File: src/design/flash_guard_pkg.sv
// Constants and types for the self-programming guard.
// Assumes a single CPU clock domain and a synchronous active-high reset.
package flash_guard_pkg;
  localparam logic [1:0] PROT_NONE     = 2'h3;
  localparam logic [1:0] PROT_NO_WRITE = 2'h2;
  localparam logic [1:0] PROT_ALL      = 2'h0;
  localparam logic [1:0] PROT_NO_READ  = 2'h1;
  localparam logic [1:0] LOCK_ERASED   = 2'h3;
  localparam int         APP_RESET_WORD = 0;
  typedef enum logic [2:0] {
    ST_IDLE  = 3'h1,
    ST_READABLE = 3'h2,
    ST_HALT  = 3'h4
  } prog_state_e;
endpackage

File: src/design/boot_flash_self_program_guard.sv
// Access guard and sequencing for flash self-programming.
// Assumes the core holds requests stable for one cycle and the flash reports done.
`timescale 1ns/100ps
module boot_flash_self_program_guard #(
  parameter int AW        = 14,
  parameter int HALT_REGION_BASE = 8192,
  parameter int BOOT_W0   = 1024,
  parameter int BOOT_W1   = 2048,
  parameter int BOOT_W2   = 4096,
  parameter int BOOT_W3   = 8192
) (
  input  wire logic          i_clk_sys,
  input  wire logic          i_reset,
  input  wire logic [1:0]    i_boot_size_fuses,
  input  wire logic          i_reset_vector_select_fuse,
  input  wire logic          i_vectors_in_boot,
  input  wire logic [AW-1:0] i_pc,
  input  wire logic          i_store_req,
  input  wire logic          i_store_is_prog,
  input  wire logic          i_store_is_lock,
  input  wire logic          i_buffer_load,
  input  wire logic [AW-1:0] i_store_addr,
  input  wire logic [1:0]    i_lock_data_app,
  input  wire logic [1:0]    i_lock_data_boot,
  input  wire logic [1:0]    i_lock_data_gen,
  input  wire logic          i_chip_erase,
  input  wire logic          i_prog_done,
  input  wire logic          i_region_read_reenable,
  input  wire logic          i_load_req,
  input  wire logic [AW-1:0] i_load_addr,
  input  wire logic          i_irq_req,
  output logic               o_prog_start,
  output logic               o_store_refused,
  output logic               o_load_allow,
  output logic               o_load_refused,
  output logic               o_cpu_halt,
  output logic               o_region_busy_flag,
  output logic               o_irq_allow,
  output logic [1:0]         o_app_protect_field,
  output logic [1:0]         o_boot_protect_field,
  output logic [1:0]         o_general_lock,
  output logic [AW-1:0]      o_reset_vector
);
  // Refuse sizes that put the boot section outside the halting region
  if (BOOT_W3 > (1 << AW) - HALT_REGION_BASE || HALT_REGION_BASE >= (1 << AW) ||
      BOOT_W0 > BOOT_W1 || BOOT_W1 > BOOT_W2 || BOOT_W2 > BOOT_W3) begin : g_size_check
    $error("Boot section must fit inside halting region");
  end

  localparam logic [AW-1:0] TOP = '1;
  localparam logic [AW-1:0] HALT_B = AW'(HALT_REGION_BASE);

  flash_guard_pkg::prog_state_e state_ff;
  flash_guard_pkg::prog_state_e nxt_state;
  logic [1:0] app_ff;
  logic [1:0] boot_ff;
  logic [1:0] gen_ff;
  logic       busy_ff;
  logic       start_ff;
  logic       sref_ff;
  logic       lok_ff;
  logic       lref_ff;
  logic       halt_ff;
  logic       irq_ff;
  logic [AW-1:0] rv_ff;

  // Boot section start from fuses, always in halting region
  logic [AW-1:0] boot_words;
  assign boot_words = (i_boot_size_fuses == 2'h3) ? AW'(BOOT_W0) :
                      (i_boot_size_fuses == 2'h2) ? AW'(BOOT_W1) :
                      (i_boot_size_fuses == 2'h1) ? AW'(BOOT_W2) : AW'(BOOT_W3);
  wire [AW-1:0] boot_start = TOP - boot_words + AW'(1);

  wire pc_in_boot    = (i_pc >= boot_start);
  wire st_in_boot    = (i_store_addr >= boot_start);
  wire st_in_halt    = (i_store_addr >= HALT_B);
  wire ld_in_boot    = (i_load_addr >= boot_start);
  wire ld_in_halt    = (i_load_addr >= HALT_B);

  // Store gating, general lock not consulted
  wire app_no_wr  = (app_ff == flash_guard_pkg::PROT_NO_WRITE) ||
                    (app_ff == flash_guard_pkg::PROT_ALL);
  wire boot_no_wr = (boot_ff == flash_guard_pkg::PROT_NO_WRITE) ||
                    (boot_ff == flash_guard_pkg::PROT_ALL);
  wire sect_wr_ok = st_in_boot ? !boot_no_wr : !app_no_wr;
  wire idle       = (state_ff == flash_guard_pkg::ST_IDLE);
  wire store_ok   = i_store_req && i_store_is_prog && pc_in_boot && idle && sect_wr_ok;
  wire store_bad  = i_store_req && i_store_is_prog && !(pc_in_boot && idle && sect_wr_ok);
  wire lock_ok    = i_store_req && i_store_is_lock && pc_in_boot && idle;

  // Load gating
  wire app_no_rd  = (app_ff == flash_guard_pkg::PROT_ALL) ||
                    (app_ff == flash_guard_pkg::PROT_NO_READ);
  wire boot_no_rd = (boot_ff == flash_guard_pkg::PROT_ALL) ||
                    (boot_ff == flash_guard_pkg::PROT_NO_READ);
  wire ld_prot    = (pc_in_boot && !ld_in_boot && app_no_rd) ||
                    (!pc_in_boot && ld_in_boot && boot_no_rd);
  wire ld_busy_blk = busy_ff && !ld_in_halt;
  wire load_ok    = i_load_req && !ld_prot && !ld_busy_blk;

  // Interrupt gating
  wire irq_mask = (!pc_in_boot && app_no_rd && i_vectors_in_boot) ||
                  (pc_in_boot && boot_no_rd && !i_vectors_in_boot);

  always_comb begin
    nxt_state = state_ff;
    case (state_ff)
      flash_guard_pkg::ST_IDLE: begin
        if (store_ok) begin
          nxt_state = st_in_halt ? flash_guard_pkg::ST_HALT : flash_guard_pkg::ST_READABLE;
        end
      end
      flash_guard_pkg::ST_READABLE: begin
        if (i_prog_done) begin
          nxt_state = flash_guard_pkg::ST_IDLE;
        end
      end
      flash_guard_pkg::ST_HALT: begin
        if (i_prog_done) begin
          nxt_state = flash_guard_pkg::ST_IDLE;
        end
      end
      default: nxt_state = flash_guard_pkg::ST_IDLE;
    endcase
  end

  // Busy set on readable-region start; set wins over clear
  wire busy_set = store_ok && !st_in_halt;
  wire busy_clr = (idle && i_region_read_reenable) || i_buffer_load;
  wire nxt_busy = busy_set | (busy_ff & ~busy_clr);

  always_ff @(posedge i_clk_sys) begin
    if (i_reset) begin
      state_ff <= flash_guard_pkg::ST_IDLE;
      busy_ff  <= 1'b0;
      start_ff <= 1'b0;
      sref_ff  <= 1'b0;
      lok_ff   <= 1'b0;
      lref_ff  <= 1'b0;
      halt_ff  <= 1'b0;
      irq_ff   <= 1'b0;
      rv_ff    <= '0;
    end else begin
      state_ff <= nxt_state;
      busy_ff  <= nxt_busy;
      start_ff <= store_ok;
      sref_ff  <= store_bad;
      lok_ff   <= load_ok;
      lref_ff  <= i_load_req && !load_ok;
      halt_ff  <= (nxt_state == flash_guard_pkg::ST_HALT);
      irq_ff   <= i_irq_req && !irq_mask;
      rv_ff    <= i_reset_vector_select_fuse ? AW'(flash_guard_pkg::APP_RESET_WORD)
                                             : boot_start;
    end
  end

  // Lock bits: program only (clear bits), restore only on chip erase or reset
  always_ff @(posedge i_clk_sys) begin
    if (i_reset) begin
      app_ff  <= flash_guard_pkg::LOCK_ERASED;
      boot_ff <= flash_guard_pkg::LOCK_ERASED;
      gen_ff  <= flash_guard_pkg::LOCK_ERASED;
    end else if (i_chip_erase) begin
      app_ff  <= flash_guard_pkg::LOCK_ERASED;
      boot_ff <= flash_guard_pkg::LOCK_ERASED;
      gen_ff  <= flash_guard_pkg::LOCK_ERASED;
    end else if (lock_ok) begin
      app_ff  <= app_ff & i_lock_data_app;
      boot_ff <= boot_ff & i_lock_data_boot;
      gen_ff  <= gen_ff & i_lock_data_gen;
    end
  end

  assign o_prog_start         = start_ff;
  assign o_store_refused      = sref_ff;
  assign o_load_allow         = lok_ff;
  assign o_load_refused       = lref_ff;
  assign o_cpu_halt           = halt_ff;
  assign o_region_busy_flag   = busy_ff;
  assign o_irq_allow          = irq_ff;
  assign o_app_protect_field  = app_ff;
  assign o_boot_protect_field = boot_ff;
  assign o_general_lock       = gen_ff;
  assign o_reset_vector       = rv_ff;

  a_app_start_blocked: assert property (@(posedge i_clk_sys) disable iff (i_reset)
    (i_store_req && i_store_is_prog && !pc_in_boot) |=> !o_prog_start)
    else $error("Start from application section");
  a_halt_region: assert property (@(posedge i_clk_sys) disable iff (i_reset)
    (store_ok && st_in_halt) |=> o_cpu_halt)
    else $error("Halting region store did not stall");
  a_rww_running: assert property (@(posedge i_clk_sys) disable iff (i_reset)
    (store_ok && !st_in_halt) |=> !o_cpu_halt && o_region_busy_flag)
    else $error("Readable region store stalled CPU");
  a_busy_holds: assert property (@(posedge i_clk_sys) disable iff (i_reset)
    (o_region_busy_flag && !i_region_read_reenable && !i_buffer_load) |=> o_region_busy_flag)
    else $error("Busy flag dropped without clear");
  a_busy_clear: assert property (@(posedge i_clk_sys) disable iff (i_reset)
    (i_buffer_load && !store_ok) |=> !o_region_busy_flag)
    else $error("Buffer load did not clear busy");
  a_app_wr_prot: assert property (@(posedge i_clk_sys) disable iff (i_reset)
    (i_store_req && i_store_is_prog && !st_in_boot && !app_ff[0]) |=> o_store_refused)
    else $error("Application store not refused");
  a_boot_wr_prot: assert property (@(posedge i_clk_sys) disable iff (i_reset)
    (i_store_req && i_store_is_prog && st_in_boot && !boot_ff[0]) |=> !o_prog_start)
    else $error("Boot store not refused");
  a_boot_rd_prot: assert property (@(posedge i_clk_sys) disable iff (i_reset)
    (i_load_req && !pc_in_boot && ld_in_boot && !boot_ff[1]) |=> o_load_refused)
    else $error("Boot load not blocked");
  a_lock_sticky: assert property (@(posedge i_clk_sys) disable iff (i_reset)
    (!i_chip_erase && !app_ff[1]) |=> !app_ff[1])
    else $error("Lock bit cleared without erase");

  // Answer pairing
  a_start_refuse_excl: assert property (@(posedge i_clk_sys) disable iff (i_reset)
    !(o_prog_start && o_store_refused))
    else $error("Store both started and refused");

  a_store_answer: assert property (@(posedge i_clk_sys) disable iff (i_reset)
    (i_store_req && i_store_is_prog) |=> (o_prog_start || o_store_refused))
    else $error("Store got no answer");

  a_load_excl: assert property (@(posedge i_clk_sys) disable iff (i_reset)
    !(o_load_allow && o_load_refused))
    else $error("Load both allowed and refused");

  a_load_answer: assert property (@(posedge i_clk_sys) disable iff (i_reset)
    i_load_req |=> (o_load_allow || o_load_refused))
    else $error("Load got no answer");

  a_load_quiet: assert property (@(posedge i_clk_sys) disable iff (i_reset)
    !i_load_req |=> (!o_load_allow && !o_load_refused))
    else $error("Load answer without request");

  // Section protection
  a_app_no_limit: assert property (@(posedge i_clk_sys) disable iff (i_reset)
    (i_store_req && i_store_is_prog && pc_in_boot && idle && !st_in_boot &&
     app_ff == flash_guard_pkg::PROT_NONE) |=> o_prog_start)
    else $error("Unprotected application store refused");

  a_boot_no_limit: assert property (@(posedge i_clk_sys) disable iff (i_reset)
    (i_store_req && i_store_is_prog && pc_in_boot && idle && st_in_boot &&
     boot_ff == flash_guard_pkg::PROT_NONE) |=> o_prog_start)
    else $error("Unprotected boot store refused");

  a_gen_lock_ignored: assert property (@(posedge i_clk_sys) disable iff (i_reset)
    (i_store_req && i_store_is_prog && pc_in_boot && idle && sect_wr_ok &&
     gen_ff != flash_guard_pkg::LOCK_ERASED) |=> o_prog_start)
    else $error("General lock blocked a store");

  a_app_rd_prot: assert property (@(posedge i_clk_sys) disable iff (i_reset)
    (i_load_req && pc_in_boot && !ld_in_boot && !app_ff[1]) |=> o_load_refused)
    else $error("Application load not blocked");

  // Region busy and halting
  a_busy_blocks_read: assert property (@(posedge i_clk_sys) disable iff (i_reset)
    (i_load_req && busy_ff && !ld_in_halt) |=> o_load_refused)
    else $error("Busy region was readable");

  a_halt_read_ok: assert property (@(posedge i_clk_sys) disable iff (i_reset)
    (i_load_req && ld_in_halt && !ld_prot) |=> o_load_allow)
    else $error("Halting region read refused");

  a_busy_set: assert property (@(posedge i_clk_sys) disable iff (i_reset)
    busy_set |=> o_region_busy_flag)
    else $error("Busy flag not set");

  a_reenable_clear: assert property (@(posedge i_clk_sys) disable iff (i_reset)
    (idle && i_region_read_reenable && !store_ok) |=> !o_region_busy_flag)
    else $error("Re-enable did not clear busy");

  a_halt_holds: assert property (@(posedge i_clk_sys) disable iff (i_reset)
    (o_cpu_halt && !i_prog_done) |=> o_cpu_halt)
    else $error("Stall ended early");

  a_halt_release: assert property (@(posedge i_clk_sys) disable iff (i_reset)
    (o_cpu_halt && i_prog_done) |=> !o_cpu_halt)
    else $error("Stall did not end");

  a_boot_in_halt: assert property (@(posedge i_clk_sys) disable iff (i_reset)
    boot_start >= HALT_B)
    else $error("Boot section below halting region");

  // Interrupt gating
  a_irq_app_mask: assert property (@(posedge i_clk_sys) disable iff (i_reset)
    (i_irq_req && !pc_in_boot && app_no_rd && i_vectors_in_boot) |=> !o_irq_allow)
    else $error("Interrupt passed in application");

  a_irq_boot_mask: assert property (@(posedge i_clk_sys) disable iff (i_reset)
    (i_irq_req && pc_in_boot && boot_no_rd && !i_vectors_in_boot) |=> !o_irq_allow)
    else $error("Interrupt passed in boot section");

  a_irq_pass: assert property (@(posedge i_clk_sys) disable iff (i_reset)
    (i_irq_req && !irq_mask) |=> o_irq_allow)
    else $error("Unmasked interrupt dropped");

  // Lock fields
  a_erase_restore: assert property (@(posedge i_clk_sys) disable iff (i_reset)
    i_chip_erase |=> (o_app_protect_field == flash_guard_pkg::LOCK_ERASED &&
                      o_boot_protect_field == flash_guard_pkg::LOCK_ERASED &&
                      o_general_lock == flash_guard_pkg::LOCK_ERASED))
    else $error("Chip erase did not restore locks");

  a_lock_program: assert property (@(posedge i_clk_sys) disable iff (i_reset)
    (lock_ok && !i_chip_erase && !i_lock_data_boot[0]) |=> !o_boot_protect_field[0])
    else $error("Lock bit not programmed");

  a_boot_sticky_hi: assert property (@(posedge i_clk_sys) disable iff (i_reset)
    (!i_chip_erase && !boot_ff[1]) |=> !boot_ff[1])
    else $error("Boot lock bit cleared without erase");

  a_boot_sticky_lo: assert property (@(posedge i_clk_sys) disable iff (i_reset)
    (!i_chip_erase && !boot_ff[0]) |=> !boot_ff[0])
    else $error("Boot lock bit cleared without erase");

  a_gen_sticky: assert property (@(posedge i_clk_sys) disable iff (i_reset)
    (!i_chip_erase && !gen_ff[1]) |=> !gen_ff[1])
    else $error("General lock bit cleared without erase");

  // Reset target
  a_reset_vec_app: assert property (@(posedge i_clk_sys) disable iff (i_reset)
    i_reset_vector_select_fuse |=>
      o_reset_vector == AW'(flash_guard_pkg::APP_RESET_WORD))
    else $error("Reset vector not application start");

  a_reset_vec_boot: assert property (@(posedge i_clk_sys) disable iff (i_reset)
    !i_reset_vector_select_fuse |=> o_reset_vector == $past(boot_start))
    else $error("Reset vector not boot start");
endmodule // boot_flash_self_program_guard

File: config.mk
export PLATFORM = sky130hd
export DESIGN_NAME = boot_flash_self_program_guard
export DESIGN_NICKNAME = d
export VERILOG_FILES = /design/src/design/flash_guard_pkg.sv /design/src/design/boot_flash_self_program_guard.sv
export SDC_FILE = /design/constraint.sdc
export NUM_CORES = 1
export LEC_CHECK = 0
export BUFFER_PORTS_ARGS = -buffer_cell sky130_fd_sc_hd__buf_2
export CAP_MARGIN = 40
export CORE_ASPECT_RATIO = 0.8
export CORE_MARGIN = 2
export CORE_UTILIZATION = 40
export CTS_CLUSTER_SIZE = 16
export DETAILED_ROUTE_END_ITERATION = 8
export PLACE_DENSITY = 0.9
export SYNTH_ARGS = -nofsm -noshare
export SYNTH_HDL_FRONTEND = slang
export SYNTH_SLANG_ARGS = --single-unit
File: constraint.sdc
create_clock -name i_clk_sys -period 3.01 [get_ports i_clk_sys]
set_input_delay 0.301 -clock i_clk_sys [delete_from_list [all_inputs] [get_ports i_clk_sys]]
set_output_delay 0.301 -clock i_clk_sys [all_outputs]
set_load 0.005 [all_outputs]
==> qor.txt, run 1 <==
status: finished, final reports clean
Gate power share: 0.141
Hold Path Stages: 2
final core occ: 0.541
clock transition at the registers of the reported paths: 110 ps
share of layout cells above drive strength 1: 0.349
min cycle time layout: 1860 ps
initial core utilization: 0.420
power density over the cells: 432 nW/µm²
metal2 WL: 877 µm
row count: 16
grt total ovfl: 0
Yosys reg bits: 20
syn_area_per_cell: 8.77 µm²
Die X: 60.4 µm
power share of the clock group: 0.378
worst skew pair latency: 290 ps
CP Max Fanout: 8
CTS tree: yes
Synth area leader: dfxtp_1
reg2reg end: o_app_protect_field[0]
Highest Signal Layer: met4
pin count of the biggest net entering global routing: 13
Fmax achieved: 0.538 GHz
Ys Warns: 0
Synth async-reset ratio: 0
setup repair bufs after CTS: 0
RSZ-0062 raised after global routing: no
final antenna-violating net count: 0
Worst Tran Pin Value: 565 ps
Final HPWL DP: 1.68 mm
area post-placement: 1260 µm²
Non-Filler Instances: 202
top cells by count, synth: 20 x dfxtp_1, 19 x nor2_1, 10 x buf_4, 7 x a21oi_1, 6 x ha_1
All-Layer GR Usage: 0.150
worst r2r path cells: 4
sw frac: 0.218
Die ar.: 2960 µm²
DR DRC count: 0
CP arrival: 2050 ps
post-synth top area share: 0.394
Clock Tree Root: clkbuf_4
H-tree depth: 1
Pre-antenna DRT Iters: 5
Crit path required time: 3200 ps
# setup viols final: 0
WL met3: 172 µm
leakage power: 0.625 nW
startpoint types: primary input
Cells after DPL: 198
synthesized area: 1020 µm²
fin nets: 236
Power, Total: 0.000567 W
Critical Path Sink Type: flip-flop
gpl congestion: 0.807
Max Cap Viol: 0
Final period util: 0.617
final instance area: 1310 µm²
Post-CTS Resized: 0
die height: 49.1 µm
Via-to-Cell Ratio: 4.75
dominant cells by area after synthesis: dfxtp_1 39%, buf_4 7.4%, ha_1 7.4%
Layout fillers: 233
TritonCTS Buffers: 3
CTS Hold Bufs: 0
EDFF count, synth: 0
DR iter-0 viols: 52
worst reg2reg startpoint: state_ff[0]
register area share after synthesis: 0.394
Fin Clk Skew: 0.940 ps
Rel. slew slack: 0.622
drt wl/cell: 10.3 µm
Psw: 0.000123 W
antenna cells: 0
first-pass GRT wire length: 3.41 mm
min-delay src: i_reset_vector_select_fuse
I/O Buffers: 49
Final Hold Fails: 0
number of global-route vias before repair: 792
WHS Endpoint: o_reset_vector[13]
deepest clock path buffer count: 2
M1 WL: 1.02 mm
most frequent cell after synthesis: dfxtp_1
DRT Wirelength: 2.08 mm
VDD IR max: 247 µV
Synth Flop Type: dfxtp_1
Area Overhead vs Synth: 28.9%
CTS Sinks: 20
number of distinct library cells after synthesis: 38
CORE AREA: 2420 µm²
I/O pin count: 90
R2R Setup Slk: 1250 ps
Final Max Slew Viols: 0
internal power: 0.000443 W
Synth Instances: 116
setup tns final: 0 ps
initial antenna violation count: 0
Crit Path Class: primary input to flip-flop
worst hold path type: primary input to flip-flop
Via Count: 960
sequential power share: 0.481
==> power by group through the flow <==
stage                     registers [W]  logic [W]  clock network, W
after floorplan                0.000280  0.0000514                 0
after global placement         0.000279  0.0000786                 0
after detailed placement       0.000279  0.0000800                 0
after CTS                      0.000273  0.0000802          0.000224
after global routing           0.000274  0.0000899          0.000235
final                          0.000273  0.0000799          0.000214
==> cells in the final DEF (no fill, tap or decap) <==
master | netlist | routed
or3b_2 | 1 | 1
dfxtp_1 | 20 | 20
o2111a_1 | 2 | 2
nand3_1 | 2 | 2
a21oi_1 | 7 | 7
a31oi_1 | 1 | 1
nor4_1 | 1 | 1
o21ai_1 | 2 | 2
xor2_1 | 1 | 1
o311a_1 | 1 | 1
o311ai_0 | 1 | 1
o21bai_1 | 1 | 1
nand4_1 | 1 | 1
bufinv_16 | 0 | 1
o311ai_2 | 1 | 1
clkbuf_4 | 0 | 3
nor2b_1 | 1 | 1
o21a_1 | 3 | 3
inv_1 | 4 | 4
or2_2 | 1 | 1
nand2_1 | 5 | 5
nor3_2 | 1 | 1
ha_1 | 6 | 6
conb_1 | 1 | 10
a211o_1 | 1 | 1
and3b_1 | 1 | 1
nor3b_1 | 3 | 3
o31ai_1 | 1 | 1
o21ai_0 | 3 | 3
buf_2 | 0 | 49
a211oi_1 | 1 | 1
nand4b_1 | 1 | 1
nor4b_1 | 1 | 1
mux2i_1 | 1 | 1
or3_1 | 2 | 2
nor2_1 | 19 | 19
nor3_1 | 4 | 4
or3b_4 | 1 | 1
o211ai_1 | 1 | 1
==> worst max-delay path, cell delays in order <==
cell and delay [ps]:
buf_2 120, nand2_1 120, ha_1 300, o21a_1 180
a211o_1 260, o211ai_1 260, nor3_1 140, o311a_1 370
==> per-stage QoR <==
step                      hold slack [ps]  setup WS, ps
after global placement                476           851
after CTS                             176          1150
after detailed placement              479           827
after global routing                  176          1020
after floorplan                       373          1100
final                                 189          1150
==> sequential cells by signal, indices dropped and copies added (netlist names) <==
name	count
o_general_lock	2
o_load_refused	1
o_cpu_halt	1
o_store_refused	1
o_app_protect_field	2
state_ff	3
o_load_allow	1
o_reset_vector	4
o_irq_allow	1
o_boot_protect_field	2
o_prog_start	1
o_region_busy_flag	1
==> routing by layer <==
layer / vias up / global-route usage
met5: - / 0
met4: 0 / 0.0222
met3: 2 / 0.0557
met2: 34 / 0.228
met1: 427 / 0.206
li1: 497 / -
==> kinds of logic (layout without fill, tap and decap cells) <==
group                    Yosys count  count (layout)  synth area share
AND/OR/NAND/NOR                   45              45             0.232
multiplexers                       1               1           0.00984
other                              1              10           0.00369
XOR/XNOR                           1               1           0.00861
AO/OA/AOI/OAI                     26              26             0.182
buffers and inverters             16              57            0.0959
adder cells (fa/ha/maj)            6               6            0.0738
flip-flops                        20              20             0.394
==> area by class of cell <==
| type | instances | area, µm² | share of cell area |
|---|---|---|---|
| Tap cell | 36 | 45.0 | 0.0344 |
| Clock inverter | 1 | 30.0 | 0.0229 |
| Inverter | 4 | 15.0 | 0.0115 |
| Multi-Input combinational cell | 89 | 553 | 0.422 |
| Timing Repair Buffer | 49 | 245 | 0.187 |
| Sequential cell | 20 | 400 | 0.305 |
| Clock buffer | 3 | 22.5 | 0.0172 |
==> worst max path at each step <==
stage,startpoint,end,slack (ps)
6_report,i_boot_size_fuses[1],o_load_refused,1150
5_1_grt,i_boot_size_fuses[1],o_load_refused,1020
4_1_cts,i_boot_size_fuses[1],o_load_refused,1150
3_5_place_dp,i_boot_size_fuses[1],o_load_refused,830
3_3_place_gp,i_boot_size_fuses[1],o_load_refused,850
2_1_floorplan,i_boot_size_fuses[1],o_store_refused,1100
Power figures use the tool's default switching activity.
==> inputs of run 2 (changes only) <==
--- a/config.mk
+++ b/config.mk
@@ -9,10 +9,10 @@
 export CAP_MARGIN = 40
 export CORE_ASPECT_RATIO = 0.8
 export CORE_MARGIN = 2
-export CORE_UTILIZATION = 40
+export CORE_UTILIZATION = 33
 export CTS_CLUSTER_SIZE = 16
 export DETAILED_ROUTE_END_ITERATION = 8
-export PLACE_DENSITY = 0.9
+export PLACE_DENSITY = 0.8
 export SYNTH_ARGS = -nofsm -noshare
 export SYNTH_HDL_FRONTEND = slang
 export SYNTH_SLANG_ARGS = --single-unit
==> constraint.sdc (replaced) <==
create_clock -name i_clk_sys -period 1.6 [get_ports i_clk_sys]
set_input_delay 0.16 -clock i_clk_sys [delete_from_list [all_inputs] [get_ports i_clk_sys]]
set_output_delay 0.16 -clock i_clk_sys [all_outputs]
set_load 0.005 [all_outputs]
==> run 2 against run 1 <==
  * Register-to-register slack lost 1100 ps
  * First-iteration DRC count shrank 33%
  * Critical path depth is the same
  * Routed wire length grew 15%
  * Cell count grew 5.0%
  * Design area grew 13%
  * Utilization shrank 2.2 points
  * Count of clock-buffer cells in the layout is the same
  * Via count grew 4.4%
  * Setup slack lost 1100 ps
  * Critical path type unchanged
==> qor.txt, run 2 (synthesized netlist as in run 1, its figures left out) <==
leakage power: 0.677 nW
I/O pin count: 90
DR DRC count: 0
gpl congestion: 0.840
Critical Path Sink Type: flip-flop
grt met2 use: 0.231
setup repair bufs after CTS: 0
antenna cells: 0
final hold slack: 98.4 ps
Die X: 66.1 µm
All-Layer GR Usage: 0.139
I/O Buffers: 49
Max Cap Viol: 0
startpoint types: primary input
met1 Usage GRT: 0.175
CTS Sinks: 20
CORE AREA: 2850 µm²
first-pass GRT wire length: 3.72 mm
Clock Tree Root: clkbuf_8
setup tns final: 0 ps
Pre-antenna DRT Iters: 4
Crit Path Class: primary input to flip-flop
Slowest-stage cell, CP: or3b_4
commonest non-fill, non-tap cell in the layout: buf_2
worst hold path type: primary input to flip-flop
row count: 17
Fin Clk Skew: 2.24 ps
most frequent cells in the layout: 47 x buf_2, 20 x dfxtp_1, 18 x nor2_1
CP arrival: 1710 ps
Cells after DPL: 208
power density over the cells: 814 nW/µm²
Crit path max-delay family: simple AND/OR/NAND/NOR gates
Final period util: 0.973
Die ar.: 3550 µm²
DRT Wirelength: 2.39 mm
RSZ-0062 raised after global routing: yes
CP Max Fanout: 4
final instance area: 1480 µm²
area post-placement: 1360 µm²
deepest clock path buffer count: 2
crit-path max cell delay: 430 ps
pin count of the biggest net entering global routing: 13
met3 Use GR: 0.0523
drt wl/cell: 11.3 µm
Largest register FFs: 4
Area Overhead vs Synth: 45.4%
fin nets: 244
final antenna-violating net count: 0
CP bufs+invs: 1
initial antenna violation count: 0
DR iter-0 viols: 35
final core occ: 0.519
clock transition at the registers of the reported paths: 80 ps
status: finished, final reports clean
Final Hold Fails: 0
Final Max Slew Viols: 0
share of layout cells above drive strength 1: 0.431
worst skew pair latency: 260 ps
die height: 53.7 µm
Via-to-Cell Ratio: 4.73
Top Usage Layer GRT: met2
TritonCTS Buffers: 3
# setup viols final: 0
Final HPWL DP: 1.92 mm
VDD IR max: 441 µV
min cycle time layout: 1560 ps
Fmax achieved: 0.643 GHz
Rel. slew slack: 0.634
Via Count: 1002
number of global-route vias before repair: 861
H-tree depth: 1
grt total ovfl: 0
Crit path required time: 1750 ps
Cell Chain, Critical Path: buf_8 -> nand2_8 -> ha_4 -> o21a_1 -> o311ai_2 -> mux2i_2 -> or3b_4 -> nor3b_2
Non-Filler Instances: 212
initial core utilization: 0.357
Worst Tran Pin Value: 547 ps
CTS tree: yes
-- run 2: stage by stage --
step	worst slack [ps]	power, W
floorplan	-22.8	0.000627
global placement	-256	0.000696
detailed placement	-290	0.000699
CTS	14.2	0.00120
global route	-26.2	0.00126
finish	43.7	0.00120
-- run 2: repair_timing --
| action | CTS | global route |
|---|---|---|
| pin swaps | 0 | 4 |
| setup endpoints to repair | 2 | 14 |
| gates resized for setup | 1 | 10 |
| hold buffers | 0 | 0 |
-- run 2: worst reg2reg max path: cells and delay by family (launching register included) --
| kind | cells | cell delay, ps |
|---|---|---|
| AOI/OAI and AO/OA | 2 | 560 |
| DFF | 1 | 360 |
| buffers and inverters | 1 | 160 |
| and+or+nand+nor | 2 | 310 |
-- run 2: worst paths after layout --
kind | startpoint | to | slack (ps) | cells past startpoint
worst max-delay path | i_boot_size_fuses[1] | o_store_refused | 40 | 8
worst min register to register | o_general_lock[1] | o_general_lock[1] | 490 | 2
worst min-delay path | i_reset_vector_select_fuse | o_reset_vector[13] | 100 | 2
worst max register to register | state_ff[1] | o_cpu_halt | 160 | 5
-- run 2: routing by layer --
metal  wire, µm  vias to the layer above  share of wire
met5          0                        -              0
met4          8                        0         0.0033
met3        223                        2          0.093
met2       1070                       36           0.45
met1       1090                      451           0.46
li1           -                      513              -
-- run 2: power breakdown --
part           total (W)  switching [W]  internal [W]  leakage (nW)
registers       0.000512     0.00000349      0.000509         0.163
clock network   0.000504       0.000170      0.000334        0.0357
logic           0.000188      0.0000932     0.0000948         0.478
total            0.00120       0.000267      0.000937         0.677
-- run 2: cell type report --
type	instances	area, µm²
multi-input combinational	89	623
fill	285	1370
timing repair buffer	57	322
sequential	20	400
clock buffer	3	41.3
clock inverter	1	30.0
inverter	4	15.0
tap	38	47.5
==> inputs of run 3 (changes only) <==
--- a/config.mk
+++ b/config.mk
@@ -12,7 +12,7 @@
 export CORE_UTILIZATION = 33
 export CTS_CLUSTER_SIZE = 16
 export DETAILED_ROUTE_END_ITERATION = 8
-export PLACE_DENSITY = 0.8
+export PLACE_DENSITY_LB_ADDON = 0.12
 export SYNTH_ARGS = -nofsm -noshare
 export SYNTH_HDL_FRONTEND = slang
 export SYNTH_SLANG_ARGS = --single-unit
==> run 3 against run 2 <==
  * Routed wire length increased by 3.2%
  * Clock power decreased by 25%
  * Register-to-register slack about the same
  * Die area unchanged
  * Hold slack improved by 4.8 ps
  * Design area decreased by 1.1%
  * Critical endpoint unchanged
==> qor.txt, run 3 (synthesized netlist as in run 1, its figures left out) <==
final hold slack: 103 ps
initial antenna violation count: 0
initial core utilization: 0.357
Final Max Slew Viols: 0
drt wl/cell: 11.6 µm
Area Overhead vs Synth: 43.8%
Slowest-stage cell, CP: or3b_4
Crit Path Class: primary input to flip-flop
startpoint types: primary input
Die ar.: 3550 µm²
Final period util: 0.971
grt total ovfl: 0
Fmax achieved: 0.644 GHz
DR iter-0 viols: 28
min cycle time layout: 1550 ps
Critical Path Sink Type: flip-flop
Crit path required time: 1740 ps
Cells after DPL: 207
DRT Wirelength: 2.47 mm
Hold Path Stages: 2
footprint of the multi-input gates: 616 µm²
Layout fillers: 282
CP Max Fanout: 4
fin nets: 245
CORE AREA: 2850 µm²
Largest register FFs: 4
final core occ: 0.513
I/O Buffers: 49
row count: 17
TritonCTS Buffers: 3
Via Count: 1001
sw frac: 0.236
status: finished, final reports clean
area post-placement: 1350 µm²
die height: 53.7 µm
Die X: 66.1 µm
RSZ-0062 raised after global routing: no
worst r2r path cells: 4
final instance area: 1460 µm²
crit-path max cell delay: 410 ps
sequential power share: 0.476
worst hold path type: primary input to flip-flop
Reg area: 400 µm²
deepest clock path buffer count: 2
All-Layer GR Usage: 0.157
H-tree depth: 1
CTS Sinks: 20
commonest non-fill, non-tap cell in the layout: buf_2
share of layout cells above drive strength 1: 0.434
I/O pin count: 90
Final Hold Fails: 0
CTS Hold Bufs: 0
Non-Filler Instances: 213
pin count of the biggest net entering global routing: 13
Pre-antenna DRT Iters: 2
power share of the clock group: 0.351
gpl congestion: 0.811
most frequent cells in the layout: 47 x buf_2, 20 x dfxtp_1, 18 x nor2_1
Via-to-Cell Ratio: 4.70
DR DRC count: 0
power density over the cells: 738 nW/µm²
# setup viols final: 0
R2R Setup Slk: 150 ps
Max Cap Viol: 0
leakage power: 0.675 nW
internal power: 0.000825 W
CP arrival: 1700 ps
CTS tree: yes
VDD IR max: 400 µV
Clock Tree Root: clkbuf_8
antenna cells: 0
Gate power share: 0.174
Psw: 0.000254 W
worst skew pair latency: 250 ps
final antenna-violating net count: 0
first-pass GRT wire length: 4.21 mm
Cell Chain, Critical Path: buf_8 -> nand2_8 -> ha_4 -> o21a_1 -> o311ai_2 -> mux2i_2 -> or3b_4 -> nor3b_2
number of global-route vias before repair: 972
Final HPWL DP: 2.04 mm
Fin Clk Skew: 0.532 ps
clock transition at the registers of the reported paths: 70 ps
setup tns final: 0 ps
run 3: stage by stage:
step / worst slack (ps) / power, W
finish: 46.5 / 0.00108
global route: 3.01 / 0.00115
CTS: 5.96 / 0.00108
detailed placement: -289 / 0.000699
global placement: -277 / 0.000696
floorplan: -22.8 / 0.000627
run 3: path summary, 6_finish.rpt:
check	start	to
worst max-delay path	i_boot_size_fuses[1]	o_store_refused
worst min register to register	o_general_lock[0]	o_general_lock[0]
worst min-delay path	i_reset_vector_select_fuse	o_reset_vector[13]
worst max register to register	state_ff[0]	o_store_refused
run 3: power groups by stage:
stage / clock network, W / logic, W / registers [W]
floorplan: 0 / 0.000101 / 0.000526
global placement: 0 / 0.000172 / 0.000525
detailed placement: 0 / 0.000174 / 0.000525
CTS: 0.000396 / 0.000176 / 0.000513
global route: 0.000420 / 0.000212 / 0.000515
finish: 0.000379 / 0.000187 / 0.000514
run 3: metal layers:
layer	share of wire	GRT usage	wire [µm]	vias up
li1	-	-	-	516
met1	0.45	0.174	1110	447
met2	0.48	0.276	1180	34
met3	0.062	0.0502	153	4
met4	0.012	0.0782	29	0
met5	0	0	0	-
run 3: worst max-delay path, delay by kind of cell:
family / cells / cell delay, ps
compound gates: 2 / 450
simple gates: 3 / 650
mux: 1 / 140
buf+inv: 1 / 110
fa+ha+maj: 1 / 190
run 3: area by class of cell:
cell class | count | share of cell area
Tap cell | 38 | 0.0325
Timing Repair Buffer | 58 | 0.225
Sequential cell | 20 | 0.274
Multi-Input combinational cell | 89 | 0.421
Clock buffer | 4 | 0.0376
Inverter | 4 | 0.0103
run 3: what timing repair did:
item / 4_1_cts / 5_1_grt
buffers inserted: 0 / 2
pin swaps: 0 / 3
resized for setup: 1 / 9
endpoints found under the setup margin: 3 / 11
